`src/inc/sia_pkg.sv`:
```
// Package: register map, field layouts and encodings of the sync input alignment block
package sia_pkg;

    // ==========================================================
    // Register map (byte addresses)
    localparam logic [7:0] SIA_CTRL_BASE = 8'h00;
    localparam logic [7:0] SIA_STAT_BASE = 8'h08;
    localparam logic [7:0] SIA_INCFG_BASE = 8'h40;

    // ==========================================================
    // Reset values and writable masks
    localparam logic [31:0] SIA_CTRL_RST = 32'h0001_0000;
    localparam logic [31:0] SIA_INCFG_RST = 32'h0000_0000;
    localparam logic [31:0] SIA_CTRL_WMASK = 32'hffff_0f1f;
    localparam logic [31:0] SIA_INCFG_WMASK = 32'h0001_ff3f;

    // ==========================================================
    // AXI responses
    localparam logic [1:0] SIA_RESP_OKAY = 2'h0;
    localparam logic [1:0] SIA_RESP_SLVERR = 2'h2;

    // ==========================================================
    // Encodings
    typedef enum logic [1:0] {
        PH_ON_TARGET,
        PH_HALF_EARLY,
        PH_HALF_LATE,
        PH_ONE_LATE
    } sia_phase_e;

    typedef enum logic [1:0] {
        FQ_1PPS,
        FQ_2K,
        FQ_4K,
        FQ_8K
    } sia_freq_e;

    typedef enum logic [2:0] {
        SMP_IDLE,
        SMP_RISE,
        SMP_FALL,
        SMP_RISE_RISE,
        SMP_RISE_FALL
    } sia_samp_e;

    // Per-DPLL control word, bit 0 first from the bottom
    typedef struct packed {
        logic [7:0] skew;
        logic [7:0] div;
        logic [3:0] rsv1;
        logic [3:0] ref_idx;
        logic [2:0] rsv0;
        logic frac;
        logic edge_rise;
        sia_freq_e freq;
        logic en;
    } sia_dpll_cfg_s;

    // Per-input configuration word
    typedef struct packed {
        logic [14:0] rsv1;
        logic is_sync;
        logic [1:0][3:0] prio;
        logic [1:0] rsv0;
        sia_phase_e phase;
        logic [3:0] sel;
    } sia_in_cfg_s;

endpackage

```
`src/rtl/sia_sync_align.sv`:
```
// Sync input alignment: pin capture, sampling phase, fractional divider resync, skew, frame pulses
//
// Notes on behaviour
// RULE_01 - Any input may be a sync input; four-bit field picks its reference.
// RULE_02 - Per-DPLL external pulse enable, reset off; no sync processing while off.
// RULE_03 - Source sends all sync inputs at one frequency matching the frequency field.
// RULE_04 - Priority field zero removes that input from automatic reference selection.
// RULE_05 - Falling sync edge aligns by default; edge bit set selects rising edge.
// RULE_06 - Sync phase accepted from half UI early to one UI late.
// RULE_07 - Slower synchronous output clocks need software re-alignment at lock or holdover exit.
// RULE_08 - Sampled sync input drives the frame and multiframe pulse outputs.
// RULE_09 - Per-input phase field: on target, half early, half late, one UI late.
// RULE_10 - Source keeps the sync edge inside one UI minus 6 ns window.
// RULE_11 - Sync input resynchronises the fractional divider to a fixed reference cycle.
// RULE_12 - Software selects rising-edge alignment whenever the fractional divider is used.
// RULE_13 - Divider resync lands on the next undivided reference cycle: one period offset.
// RULE_14 - Skew adjustment sits after the phase detector, shifting pulse outputs too.
// RULE_15 - With fractional divider the pulse looks early; half early offset is advised.
// RULE_16 - On target or one late for sync pulses; half offsets for framing pulses.
// RULE_17 - Regenerated pulse aligns to first reference edge after the sync edge.
// RULE_18 - Sync captured in reference timing; one-cycle alignment event per qualifying edge.
//
// Our own choices: the address map and the AXI4-Lite slave port.
module sia_sync_align
    import sia_pkg::*;
#(
    parameter int N_IN = 14,
    parameter int N_DPLL = 2
) (
    // Clock and reset
    input wire logic aclk,
    input wire logic aresetn,
    // AXI4-Lite write address
    input wire logic [7:0] s_axi_awaddr,
    input wire logic s_axi_awvalid,
    output logic s_axi_awready,
    // AXI4-Lite write data
    input wire logic [31:0] s_axi_wdata,
    input wire logic [3:0] s_axi_wstrb,
    input wire logic s_axi_wvalid,
    output logic s_axi_wready,
    // AXI4-Lite write response
    output logic [1:0] s_axi_bresp,
    output logic s_axi_bvalid,
    input wire logic s_axi_bready,
    // AXI4-Lite read address
    input wire logic [7:0] s_axi_araddr,
    input wire logic s_axi_arvalid,
    output logic s_axi_arready,
    // AXI4-Lite read data
    output logic [31:0] s_axi_rdata,
    output logic [1:0] s_axi_rresp,
    output logic s_axi_rvalid,
    input wire logic s_axi_rready,
    // Clock input pins, any of which may carry a sync pulse
    input wire logic [N_IN-1:0] clock_input_pin,
    // Per-DPLL results
    output logic [N_DPLL-1:0] align_event,
    output logic [N_DPLL-1:0] frame_pulse_output,
    output logic [N_DPLL-1:0] multiframe_pulse_output,
    output logic [N_DPLL-1:0] divided_ref_tick,
    output logic [N_DPLL*N_IN-1:0] ref_eligible
);

    // ==========================================================
    // Helpers
    function automatic logic [7:0] reg_addr(input logic [7:0] base, input int idx);
        reg_addr = base + 8'(idx * 4);
    endfunction

    function automatic logic [31:0] merge(input logic [31:0] old, input logic [31:0] wd,
                                          input logic [3:0] strb, input logic [31:0] mask);
        logic [31:0] m;
        m = {{8{strb[3]}}, {8{strb[2]}}, {8{strb[1]}}, {8{strb[0]}}} & mask;
        merge = (old & ~m) | (wd & m);
    endfunction

    // Out-of-range index reads as low instead of X
    function automatic logic pick(input logic [N_IN-1:0] v, input logic [3:0] idx);
        pick = (32'(idx) < N_IN) ? v[idx] : 1'b0;
    endfunction

    // Frames per multiframe, minus one
    function automatic logic [1:0] mf_last(input sia_freq_e f);
        case (f)
            FQ_8K: mf_last = 2'h3;
            FQ_4K: mf_last = 2'h1;
            default: mf_last = 2'h0;
        endcase
    endfunction

    // ==========================================================
    // Register storage
    logic [31:0] ctrl_reg [N_DPLL];
    logic [31:0] incfg_reg [N_IN];
    logic [31:0] stat_w [N_DPLL];
    sia_in_cfg_s ic [N_IN];

    always_comb begin
        for (int i = 0; i < N_IN; i++) begin
            ic[i] = sia_in_cfg_s'(incfg_reg[i]);
        end
    end

    // ==========================================================
    // Pin synchronisers
    logic [N_IN-1:0] pin_meta_reg;
    logic [N_IN-1:0] pin_sync_reg;
    logic [N_IN-1:0] pin_last_reg;

    always_ff @(posedge aclk) begin
        if (!aresetn) begin
            pin_meta_reg <= '0;
            pin_sync_reg <= '0;
            pin_last_reg <= '0;
        end else begin
            pin_meta_reg <= clock_input_pin;
            pin_sync_reg <= pin_meta_reg;
            pin_last_reg <= pin_sync_reg;
        end
    end

    // ==========================================================
    // AXI4-Lite write path
    logic wr_hit;

    always_comb begin
        wr_hit = 1'b0;
        for (int d = 0; d < N_DPLL; d++) begin
            if (s_axi_awaddr == reg_addr(SIA_CTRL_BASE, d)) begin
                wr_hit = 1'b1;
            end
        end
        for (int i = 0; i < N_IN; i++) begin
            if (s_axi_awaddr == reg_addr(SIA_INCFG_BASE, i)) begin
                wr_hit = 1'b1;
            end
        end
    end

    always_ff @(posedge aclk) begin
        if (!aresetn) begin
            s_axi_awready <= 1'b0;
            s_axi_wready <= 1'b0;
            s_axi_bvalid <= 1'b0;
            s_axi_bresp <= SIA_RESP_OKAY;
        end else begin
            // Both channels taken together, one cycle after both are offered
            s_axi_awready <= s_axi_awvalid && s_axi_wvalid && !s_axi_awready && !s_axi_bvalid;
            s_axi_wready <= s_axi_awvalid && s_axi_wvalid && !s_axi_awready && !s_axi_bvalid;
            if (s_axi_awready) begin
                s_axi_bvalid <= 1'b1;
                s_axi_bresp <= wr_hit ? SIA_RESP_OKAY : SIA_RESP_SLVERR;
            end else if (s_axi_bready) begin
                s_axi_bvalid <= 1'b0;
            end
        end
    end

    always_ff @(posedge aclk) begin
        if (!aresetn) begin
            for (int d = 0; d < N_DPLL; d++) begin
                ctrl_reg[d] <= SIA_CTRL_RST; // RULE_02
            end
            for (int i = 0; i < N_IN; i++) begin
                incfg_reg[i] <= SIA_INCFG_RST;
            end
        end else if (s_axi_awready) begin
            for (int d = 0; d < N_DPLL; d++) begin
                if (s_axi_awaddr == reg_addr(SIA_CTRL_BASE, d)) begin
                    ctrl_reg[d] <= merge(ctrl_reg[d], s_axi_wdata, s_axi_wstrb, SIA_CTRL_WMASK);
                end
            end
            for (int i = 0; i < N_IN; i++) begin
                if (s_axi_awaddr == reg_addr(SIA_INCFG_BASE, i)) begin
                    incfg_reg[i] <= merge(incfg_reg[i], s_axi_wdata, s_axi_wstrb,
                                          SIA_INCFG_WMASK); // RULE_01
                end
            end
        end
    end

    // ==========================================================
    // AXI4-Lite read path
    logic [31:0] rd_word;
    logic rd_hit;

    always_comb begin
        rd_word = 32'h0;
        rd_hit = 1'b0;
        for (int d = 0; d < N_DPLL; d++) begin
            if (s_axi_araddr == reg_addr(SIA_CTRL_BASE, d)) begin
                rd_word = ctrl_reg[d];
                rd_hit = 1'b1;
            end
            if (s_axi_araddr == reg_addr(SIA_STAT_BASE, d)) begin
                rd_word = stat_w[d];
                rd_hit = 1'b1;
            end
        end
        for (int i = 0; i < N_IN; i++) begin
            if (s_axi_araddr == reg_addr(SIA_INCFG_BASE, i)) begin
                rd_word = incfg_reg[i];
                rd_hit = 1'b1;
            end
        end
    end

    always_ff @(posedge aclk) begin
        if (!aresetn) begin
            s_axi_arready <= 1'b0;
            s_axi_rvalid <= 1'b0;
            s_axi_rdata <= 32'h0;
            s_axi_rresp <= SIA_RESP_OKAY;
        end else begin
            s_axi_arready <= s_axi_arvalid && !s_axi_arready && !s_axi_rvalid;
            if (s_axi_arready) begin
                s_axi_rvalid <= 1'b1;
                s_axi_rdata <= rd_word;
                s_axi_rresp <= rd_hit ? SIA_RESP_OKAY : SIA_RESP_SLVERR;
            end else if (s_axi_rready) begin
                s_axi_rvalid <= 1'b0;
            end
        end
    end

    // ==========================================================
    // Per-DPLL alignment path
    for (genvar d = 0; d < N_DPLL; d++) begin : g_dpll
        sia_dpll_cfg_s c;
        logic [3:0] sidx;
        logic sfound;
        logic ref_rise;
        logic ref_fall;
        logic sync_edge;
        logic samp_rise;
        logic samp_fall;
        logic fire;
        logic emit;
        sia_samp_e st_reg;
        sia_samp_e st_next;
        logic [7:0] div_cnt_reg;
        logic dtick_reg;
        logic resync_reg;
        logic [7:0] skew_cnt_reg;
        logic frame_reg;
        logic mframe_reg;
        logic [1:0] mf_cnt_reg;
        logic ev_reg;
        logic [15:0] ev_cnt_reg;
        logic [N_IN-1:0] elig_reg;

        assign c = sia_dpll_cfg_s'(ctrl_reg[d]);

        // Lowest-numbered sync input tied to this DPLL's reference
        always_comb begin
            sfound = 1'b0;
            sidx = 4'h0;
            for (int i = N_IN - 1; i >= 0; i--) begin
                if (ic[i].is_sync && ic[i].sel == c.ref_idx) begin // RULE_01
                    sfound = 1'b1;
                    sidx = 4'(i);
                end
            end
        end

        assign ref_rise = pick(pin_sync_reg, c.ref_idx) && !pick(pin_last_reg, c.ref_idx);
        assign ref_fall = !pick(pin_sync_reg, c.ref_idx) && pick(pin_last_reg, c.ref_idx);
        assign sync_edge = sfound && c.en && (c.edge_rise ? // RULE_02
            (pick(pin_sync_reg, sidx) && !pick(pin_last_reg, sidx)) :
            (!pick(pin_sync_reg, sidx) && pick(pin_last_reg, sidx))); // RULE_05
        // Divided reference has no usable falling edge, so both phases sample on its tick
        assign samp_rise = c.frac ? dtick_reg : ref_rise;
        assign samp_fall = c.frac ? dtick_reg : ref_fall;

        // Sampling phase: which reference edge after the sync edge takes it
        always_comb begin
            st_next = st_reg;
            fire = 1'b0;
            case (st_reg)
                SMP_IDLE: begin
                    if (sync_edge) begin
                        case (ic[sidx].phase) // RULE_09
                            PH_ON_TARGET: st_next = SMP_RISE;
                            PH_HALF_EARLY: st_next = SMP_FALL;
                            PH_HALF_LATE: st_next = SMP_RISE_FALL;
                            default: st_next = SMP_RISE_RISE; // RULE_06
                        endcase
                    end
                end
                SMP_RISE: begin
                    if (samp_rise) begin
                        fire = 1'b1; // RULE_17
                        st_next = SMP_IDLE;
                    end
                end
                SMP_FALL: begin
                    if (samp_fall) begin
                        fire = 1'b1;
                        st_next = SMP_IDLE;
                    end
                end
                SMP_RISE_RISE: begin
                    if (samp_rise) begin
                        st_next = SMP_RISE;
                    end
                end
                SMP_RISE_FALL: begin
                    if (samp_rise) begin
                        st_next = SMP_FALL;
                    end
                end
                default: st_next = SMP_IDLE;
            endcase
            if (!c.en) begin
                st_next = SMP_IDLE;
                fire = 1'b0;
            end
        end

        always_ff @(posedge aclk) begin
            if (!aresetn) begin
                st_reg <= SMP_IDLE;
            end else begin
                st_reg <= st_next;
            end
        end

        // Fractional divider, restarted by the sync edge on the next reference cycle
        always_ff @(posedge aclk) begin
            if (!aresetn) begin
                div_cnt_reg <= 8'h00;
                dtick_reg <= 1'b0;
                resync_reg <= 1'b0;
            end else begin
                dtick_reg <= 1'b0;
                if (ref_rise) begin
                    if (resync_reg || ({1'b0, div_cnt_reg} + 9'h001 >= {1'b0, c.div})) begin
                        div_cnt_reg <= 8'h00; // RULE_13
                        dtick_reg <= 1'b1;
                    end else begin
                        div_cnt_reg <= div_cnt_reg + 8'h01;
                    end
                    resync_reg <= sync_edge && c.frac; // RULE_11
                end else if (sync_edge && c.frac) begin
                    resync_reg <= 1'b1; // RULE_11
                end
            end
        end

        // Skew delay sits behind the sampling point and moves the pulse outputs
        assign emit = (fire && c.skew == 8'h00) || (!fire && skew_cnt_reg == 8'h01);

        always_ff @(posedge aclk) begin
            if (!aresetn) begin
                skew_cnt_reg <= 8'h00;
            end else if (fire) begin
                skew_cnt_reg <= c.skew; // RULE_14
            end else if (skew_cnt_reg != 8'h00) begin
                skew_cnt_reg <= skew_cnt_reg - 8'h01;
            end
        end

        // Frame and multiframe pulses regenerated from the sampled sync input
        always_ff @(posedge aclk) begin
            if (!aresetn) begin
                frame_reg <= 1'b0;
                mframe_reg <= 1'b0;
                mf_cnt_reg <= 2'h0;
            end else begin
                frame_reg <= emit; // RULE_08
                mframe_reg <= emit && mf_cnt_reg == 2'h0; // RULE_08
                if (emit) begin
                    mf_cnt_reg <= (mf_cnt_reg >= mf_last(c.freq)) ? 2'h0 : mf_cnt_reg + 2'h1;
                end
            end
        end

        always_ff @(posedge aclk) begin
            if (!aresetn) begin
                ev_reg <= 1'b0;
                ev_cnt_reg <= 16'h0000;
            end else begin
                ev_reg <= fire; // RULE_18
                if (fire) begin
                    ev_cnt_reg <= ev_cnt_reg + 16'h0001;
                end
            end
        end

        always_ff @(posedge aclk) begin
            if (!aresetn) begin
                elig_reg <= '0;
            end else begin
                for (int i = 0; i < N_IN; i++) begin
                    elig_reg[i] <= ic[i].prio[d] != 4'h0; // RULE_04
                end
            end
        end

        assign stat_w[d] = {14'h0000, resync_reg, st_reg != SMP_IDLE, ev_cnt_reg};
        assign align_event[d] = ev_reg;
        assign frame_pulse_output[d] = frame_reg;
        assign multiframe_pulse_output[d] = mframe_reg;
        assign divided_ref_tick[d] = dtick_reg;
        assign ref_eligible[d*N_IN +: N_IN] = elig_reg;
    end

endmodule

```
`config.mk`:
```
export PLATFORM = sky130hd
export DESIGN_NAME = sia_sync_align
export DESIGN_NICKNAME = d
export VERILOG_FILES = /design/src/inc/sia_pkg.sv /design/src/rtl/sia_sync_align.sv
export SDC_FILE = /design/constraint.sdc
export NUM_CORES = 1
export LEC_CHECK = 0
export BUFFER_PORTS_ARGS = -buffer_cell sky130_fd_sc_hd__buf_2
export CORE_MARGIN = 2
export CORE_UTILIZATION = 45
export CTS_CLUSTER_DIAMETER = 30
export DETAILED_ROUTE_END_ITERATION = 8
export PLACE_DENSITY_LB_ADDON = 0.2
export SLEW_MARGIN = 20
export SYNTH_ARGS = -nofsm -noshare
export SYNTH_HDL_FRONTEND = slang
export SYNTH_SLANG_ARGS = --single-unit
```
`constraint.sdc`:
```
create_clock -name aclk -period 4.2 [get_ports aclk]
set_input_delay 0.21 -clock aclk [delete_from_list [all_inputs] [get_ports aclk]]
set_output_delay 0.21 -clock aclk [all_outputs]
set_load 0.01 [all_outputs]
```
======== Yosys cells after proc, flatten, opt, wreduce, memory -nomap -nowiden ========
Memory sizes are Yosys's and may differ from the RTL's.
Cells that the tools add are included.
operators by class
  $add $sub $neg .......................... 10
  shift-type cells ........................ 0
  equality and inequality tests ........... 88
  reduce and logical (&&, ||, !) cells .... 125
  $lt $le $gt $ge ......................... 14
  multiply operators ...................... 0
  mux-type cells .......................... 272
  bitwise logic cells ..................... 54
  divide/modulo/power cells ............... 0
operators by type and width
  cell                     count
  $mux W32                 34
  $and A32 B32 Y32         17
  $or A32 B32 Y32          16
  $bmux W32 S4             2
  $eq A8 B7 Y1 const B     28
  $mux W1                  164
  $eq A4 B4 Y1             28
  $mux W4                  28
  $reduce_bool A4 Y1       28
  $logic_and A1 B1 Y1      53
  $mux W8                  6
  $add A16 B1 Y16 const B  2
  $and A32 B17 Y32         1
  $bmux W1 S4              8
  $logic_not A8 Y1         4
  $not A17 Y32             1
  $not A32 Y32             1
  $mux W3                  10
  $pmux W3 S5              2
  $mux W6                  4
  $lt A4 B5 Y1 const B     4
  $ne A2 B2 Y1 const B     10
  $add A8 B1 Y9 const B    2
  $ge A9 B8 Y1             2
  29 further kinds         108
storage, ports and cells
  flip-flop bits (word level) ............. 194
  word-level logic and storage cells ...... 597
  output and inout bits ................... 77
  memory bits (writable) .................. 512
  bits in read-only memories .............. 0
  memories ................................ 2
  latch bits .............................. 0
  bits of input ports ..................... 73
memory list
  name       depth  width  rd ports  clocked after Yosys merged registers in  write ports  line                  source
  incfg_reg  14     32     14        0                                        14           sia_sync_align.sv:95  logic [31:0] incfg_reg [N_IN];
  ctrl_reg   2      32     2         0                                        2            sia_sync_align.sv:94  logic [31:0] ctrl_reg [N_DPLL];

======== Longest topological paths before layout ========
An unclocked memory read counts as a cell.
  depth in word-level cells ............... 27
  mapped depth ............................ 19
  depth with buffers taken out ............ 14

======== Worst setup path before layout ========
No wires, ideal clock.
  kind .................................... flip-flop to flip-flop
  start ................................... memory ctrl_reg[0][9]
  end ..................................... register g_dpll[0].st_reg[0]
  cell stages (with the launch flop) ...... 16
  arrival ................................. 3.390 ns
  buffers on the path ..................... 3
  slack ................................... 0.689 ns
  library setup time ...................... 0.120 ns
  period minus slack after synthesis ...... 3.511 ns
  required time ........................... 4.080 ns
  path through ............................ edfxtp_1 > buf_4 > buf_6 > xor2_1 > nor3_2 > nand3_1 > o211ai_1 > a211oi_1 > o41ai_1 > buf_4 > mux4_2 > mux2_2 > a22oi_1 > ha_1 > nand3_1 > o22ai_1
RTL lines
  element                 line                   source
  start: declaration      sia_sync_align.sv:94
  end signal: assignment  sia_sync_align.sv:325  st_reg <= st_next;
  end: declaration        sia_sync_align.sv:240  sia_samp_e st_reg;

==> key figures <==
Run status
  • Status: finished clean

STA
  • Fin crit share: 92.56%
  • Fin. Hold Viols: 0
  • RSZ-0062 raised after global routing: false
  • Clk_skew: 0.05773 ns
  • Worst slew pin tran: 1.118 ns
  • Final worst slack: 0.3124 ns
  • Fin crit period: 3.888 ns
  • TNS Setup: 0 ns
  • Slew headroom: 25.27%
  • Final setup fails: 0
  • Highest Clock Rate: 257.2 MHz
  • Final slew viol count: 0

Placement
  • DP Worst Slack: 0.08903 ns
  • Final GP Congestion: 0.9609
  • IO Port Bufs: 145
  • Placed wire-length estimate: 58230 µm

Worst setup path
  • CP Launch Type: flip-flop
  • WP buf/inv: 1
  • Max FO, Critical Path: 8
  • Crit path largest cell delay: 0.54 ns
  • Cell mode on critical path: a21oi_1
  • Worst EP required: 4.78 ns
  • Crit-path slowest cell: nor4b_4
  • Kind of critical path: flip-flop to flip-flop
  • Crit path arrival time: 4.47 ns
  • Worst setup EP type: flip-flop
  • Crit path max-delay family: simple AND/OR/NAND/NOR gates
  • Cells along the critical path: buf_4 -> mux4_2 -> mux2i_1 -> a21oi_1 -> or3_1 -> nand2_1 -> a21oi_1 -> nor4b_4 -> nand4_1 -> or3_1 -> a21oi_1

Clocking
  • Clk slew on worst S/H paths: 0.05 ns
  • CTS Root Cell: clkbuf_16
  • CTS tree: done
  • Max Buffers Root-to-Sink: 3
  • Sink Count: 452
  • Post-CTS Resized: 0
  • Clock latency at the later pin of the worst-skew pair: 0.67 ns
  • H-tree levels: 3
  • Total CTS buffers: 107

Detailed routing
  • Pre-antenna DRT Iters: 6
  • Routed via count: 21250
  • Via/cell ratio: 5.992
  • Total Wirelength: 83130 µm
  • ANT nets after route: 0
  • Wirelength per Cell: 23.44 µm
  • Initial drt markers: 2045
  • Drc violations: 0

Floorplanning
  • Die Height: 237.8 µm
  • Initial Utilization: 45.62%
  • Core Box Area: 53920 µm²
  • I/O pins: 150
  • DIE WIDTH: 237.8 µm
  • # rows: 85
  • Die Footprint: 56540 µm²

Power
  • Pwr/cell area: 503.1 nW/µm²
  • Leak: 11.81 nW
  • VDD IR max: 0.3215 mV

Synthesis
  • Synthesized instance count: 2546
  • Post-Synth Adder-Cell Area: 1.628%
  • Largest family of logic cells by synthesized area: simple AND/OR/NAND/NOR gates
  • Avg Synthesized Cell Area: 9.661 µm²
  • Post-synth ARST share: 0%
  • Seq cells post-synth: 452
  • Post-synth EDFFs: 260
  • Simple-gate share of the synthesized area: 20.63%
  • Post-synthesis compound-gate area fraction: 15.95%
  • Fraction of synthesized area in multiplexers: 4.675%
  • Area share of xor/xnor cells in the synthesized design: 5.626%
  • Main synth FF type: edfxtp_1
  • Yosys warning count: 0
  • Syn Std Cell Area: 24600 µm²
  • Seq/Total Area, Yosys: 47.37%
  • Netlist cell types: 81

Layout
  • Sequential Area: 11650 µm²
  • Area Overhead vs Synth: 23.28%
  • Share of cells above drive strength 1: 17.34%
  • NumNets Final: 2860
  • Max reg flops: 210
  • Multi-input logic area: 11980 µm²
  • Number of fillers in the final layout: 4730

Global routing
  • Initial antenna violation count: 1
  • GR Util All Layers: 29.06%
  • Largest net degree at the start of global routing: 148
  • Global-route wire length before repair: 124200 µm
  • Number of global-route vias before repair: 20240
  • GRT overflow: 0

Flow run
  • Max_cap viols: 0

Hold path
  • Hold WC Path Type: input port to flip-flop
synthesized netlist by cell type, drive strengths merged (5+ instances only):
library cell	count	share of area, %
a2111oi	8	0.36
a211oi	26	0.89
a21o	15	0.46
a21oi	335	6.8
a221oi	31	1.1
a222oi	23	0.94
a22oi	56	1.7
a31oi	11	0.28
and2	51	1.3
and3	58	1.5
and4	6	0.21
buf	48	1.4
clkbuf	127	1.9
dfxtp	192	16
edfxtp	260	32
ha	32	1.6
inv	46	0.70
mux2	16	0.76
mux2i	62	2.5
mux4	15	1.4
nand2	143	2.2
nand2b	250	6.4
nand3	58	1.2
nand3b	17	0.52
nand4	14	0.38
nor2	220	3.4
nor2b	10	0.25
nor3	35	0.73
nor3b	6	0.18
nor4	58	1.6
o211ai	5	0.15
o21ai	81	1.6
o22ai	8	0.20
o31ai	8	0.24
or2	6	0.15
or3	8	0.20
xnor2	54	1.9
xor2	104	3.7
cell usage in the layout, fill, tap and decap left out, types with 31 or more instances in the layout:
| cell type | netlist | layout |
|---|---|---|
| buf_4 | 21 | 92 |
| a221oi_1 | 31 | 31 |
| a21oi_1 | 334 | 334 |
| a22oi_1 | 56 | 56 |
| inv_1 | 46 | 46 |
| clkbuf_16 | 0 | 110 |
| and3_1 | 58 | 58 |
| nand3_1 | 58 | 58 |
| edfxtp_1 | 260 | 260 |
| ha_1 | 32 | 32 |
| mux2i_1 | 62 | 62 |
| nor2_1 | 220 | 218 |
| xnor2_1 | 54 | 54 |
| buf_2 | 8 | 145 |
| nor3_1 | 34 | 34 |
| nand2b_1 | 250 | 250 |
| xor2_1 | 104 | 104 |
| dfxtp_1 | 192 | 192 |
| o21ai_0 | 74 | 58 |
| nor4_1 | 52 | 52 |
| and2_1 | 51 | 51 |
| nand2_1 | 142 | 141 |
cell type report:
cell class                      count  share of cell area (%)
Clock inverter                     65                   2.583
Inverter                           48                  0.6107
Sequential cell                   452                   38.42
Clock buffer                      138                   9.821
Multi-Input combinational cell   1872                   39.49
Tap cell                          696                   2.872
Antenna cell                        1                0.008253
Timing Repair Buffer              274                   6.189
kinds of logic (layout without fill, tap and decap cells):
logic type,after synthesis,in the layout
other cells,1,3
buf+inv,223,525
fa+ha+maj,32,32
simple gates,951,951
compound gates,636,636
mux,93,93
flops,452,452
xor+xnor,158,158
metal layers:
metal	track usage [%]	wire [µm]	vias up
li1	-	-	9708
met1	39.47	34580	10310
met2	45.58	37580	1054
met3	6.062	8055	173
met4	11.19	2915	0
met5	0	0	-
worst paths after layout:
| kind | startpoint | endpoint | slack (ns) | cells past startpoint |
|---|---|---|---|---|
| max reg2reg | ctrl_reg[0][40] | g_dpll[1].ev_cnt_reg[15] | 0.31 | 11 |
| min reg2reg | pin_meta_reg[11] | pin_sync_reg[11] | 0.43 | 1 |
| min | s_axi_wdata[19] | ctrl_reg[0][19] | 0.06 | 4 |
| max | ctrl_reg[0][40] | g_dpll[1].ev_cnt_reg[15] | 0.31 | 11 |
worst register-to-register path, stage by stage, from the launching register on:
cell	delay (ns)
edfxtp_1	0.39
buf_4	0.22
mux4_2	0.51
mux2i_1	0.29
a21oi_1	0.16
or3_1	0.36
nand2_1	0.09
a21oi_1	0.11
nor4b_4	0.54
nand4_1	0.51
or3_1	0.49
a21oi_1	0.14
what timing repair did:
item                       CTS  global route
setup endpoints to repair    0             7
hold endpoints to repair    36             0
buffers inserted             0            10
hold buffers                28             0
power by group:
group,internal (mW),switching [mW]
Clock,5.74,2.71
Combinational,0.669,0.965
Sequential,4.93,0.229
metrics by stage:
stage / util [%] / instance area [µm²] / instances / total power [mW] / hold WS (ns)
floorplan: - / 24600 / 2547 / 6.310 / 0.3294
global placement: 48.55 / 26180 / 3304 / 6.759 / 0.4139
detailed placement: 48.55 / 26180 / 3304 / 6.804 / 0.4169
CTS: 56.04 / 30220 / 3535 / 15.30 / 0.03143
global route: 56.23 / 30320 / 3545 / 15.76 / 0.06228
finish: 56.24 / 30320 / 3546 / 15.26 / 0.05742
Note: power is estimated with default switching activity, not from simulation.
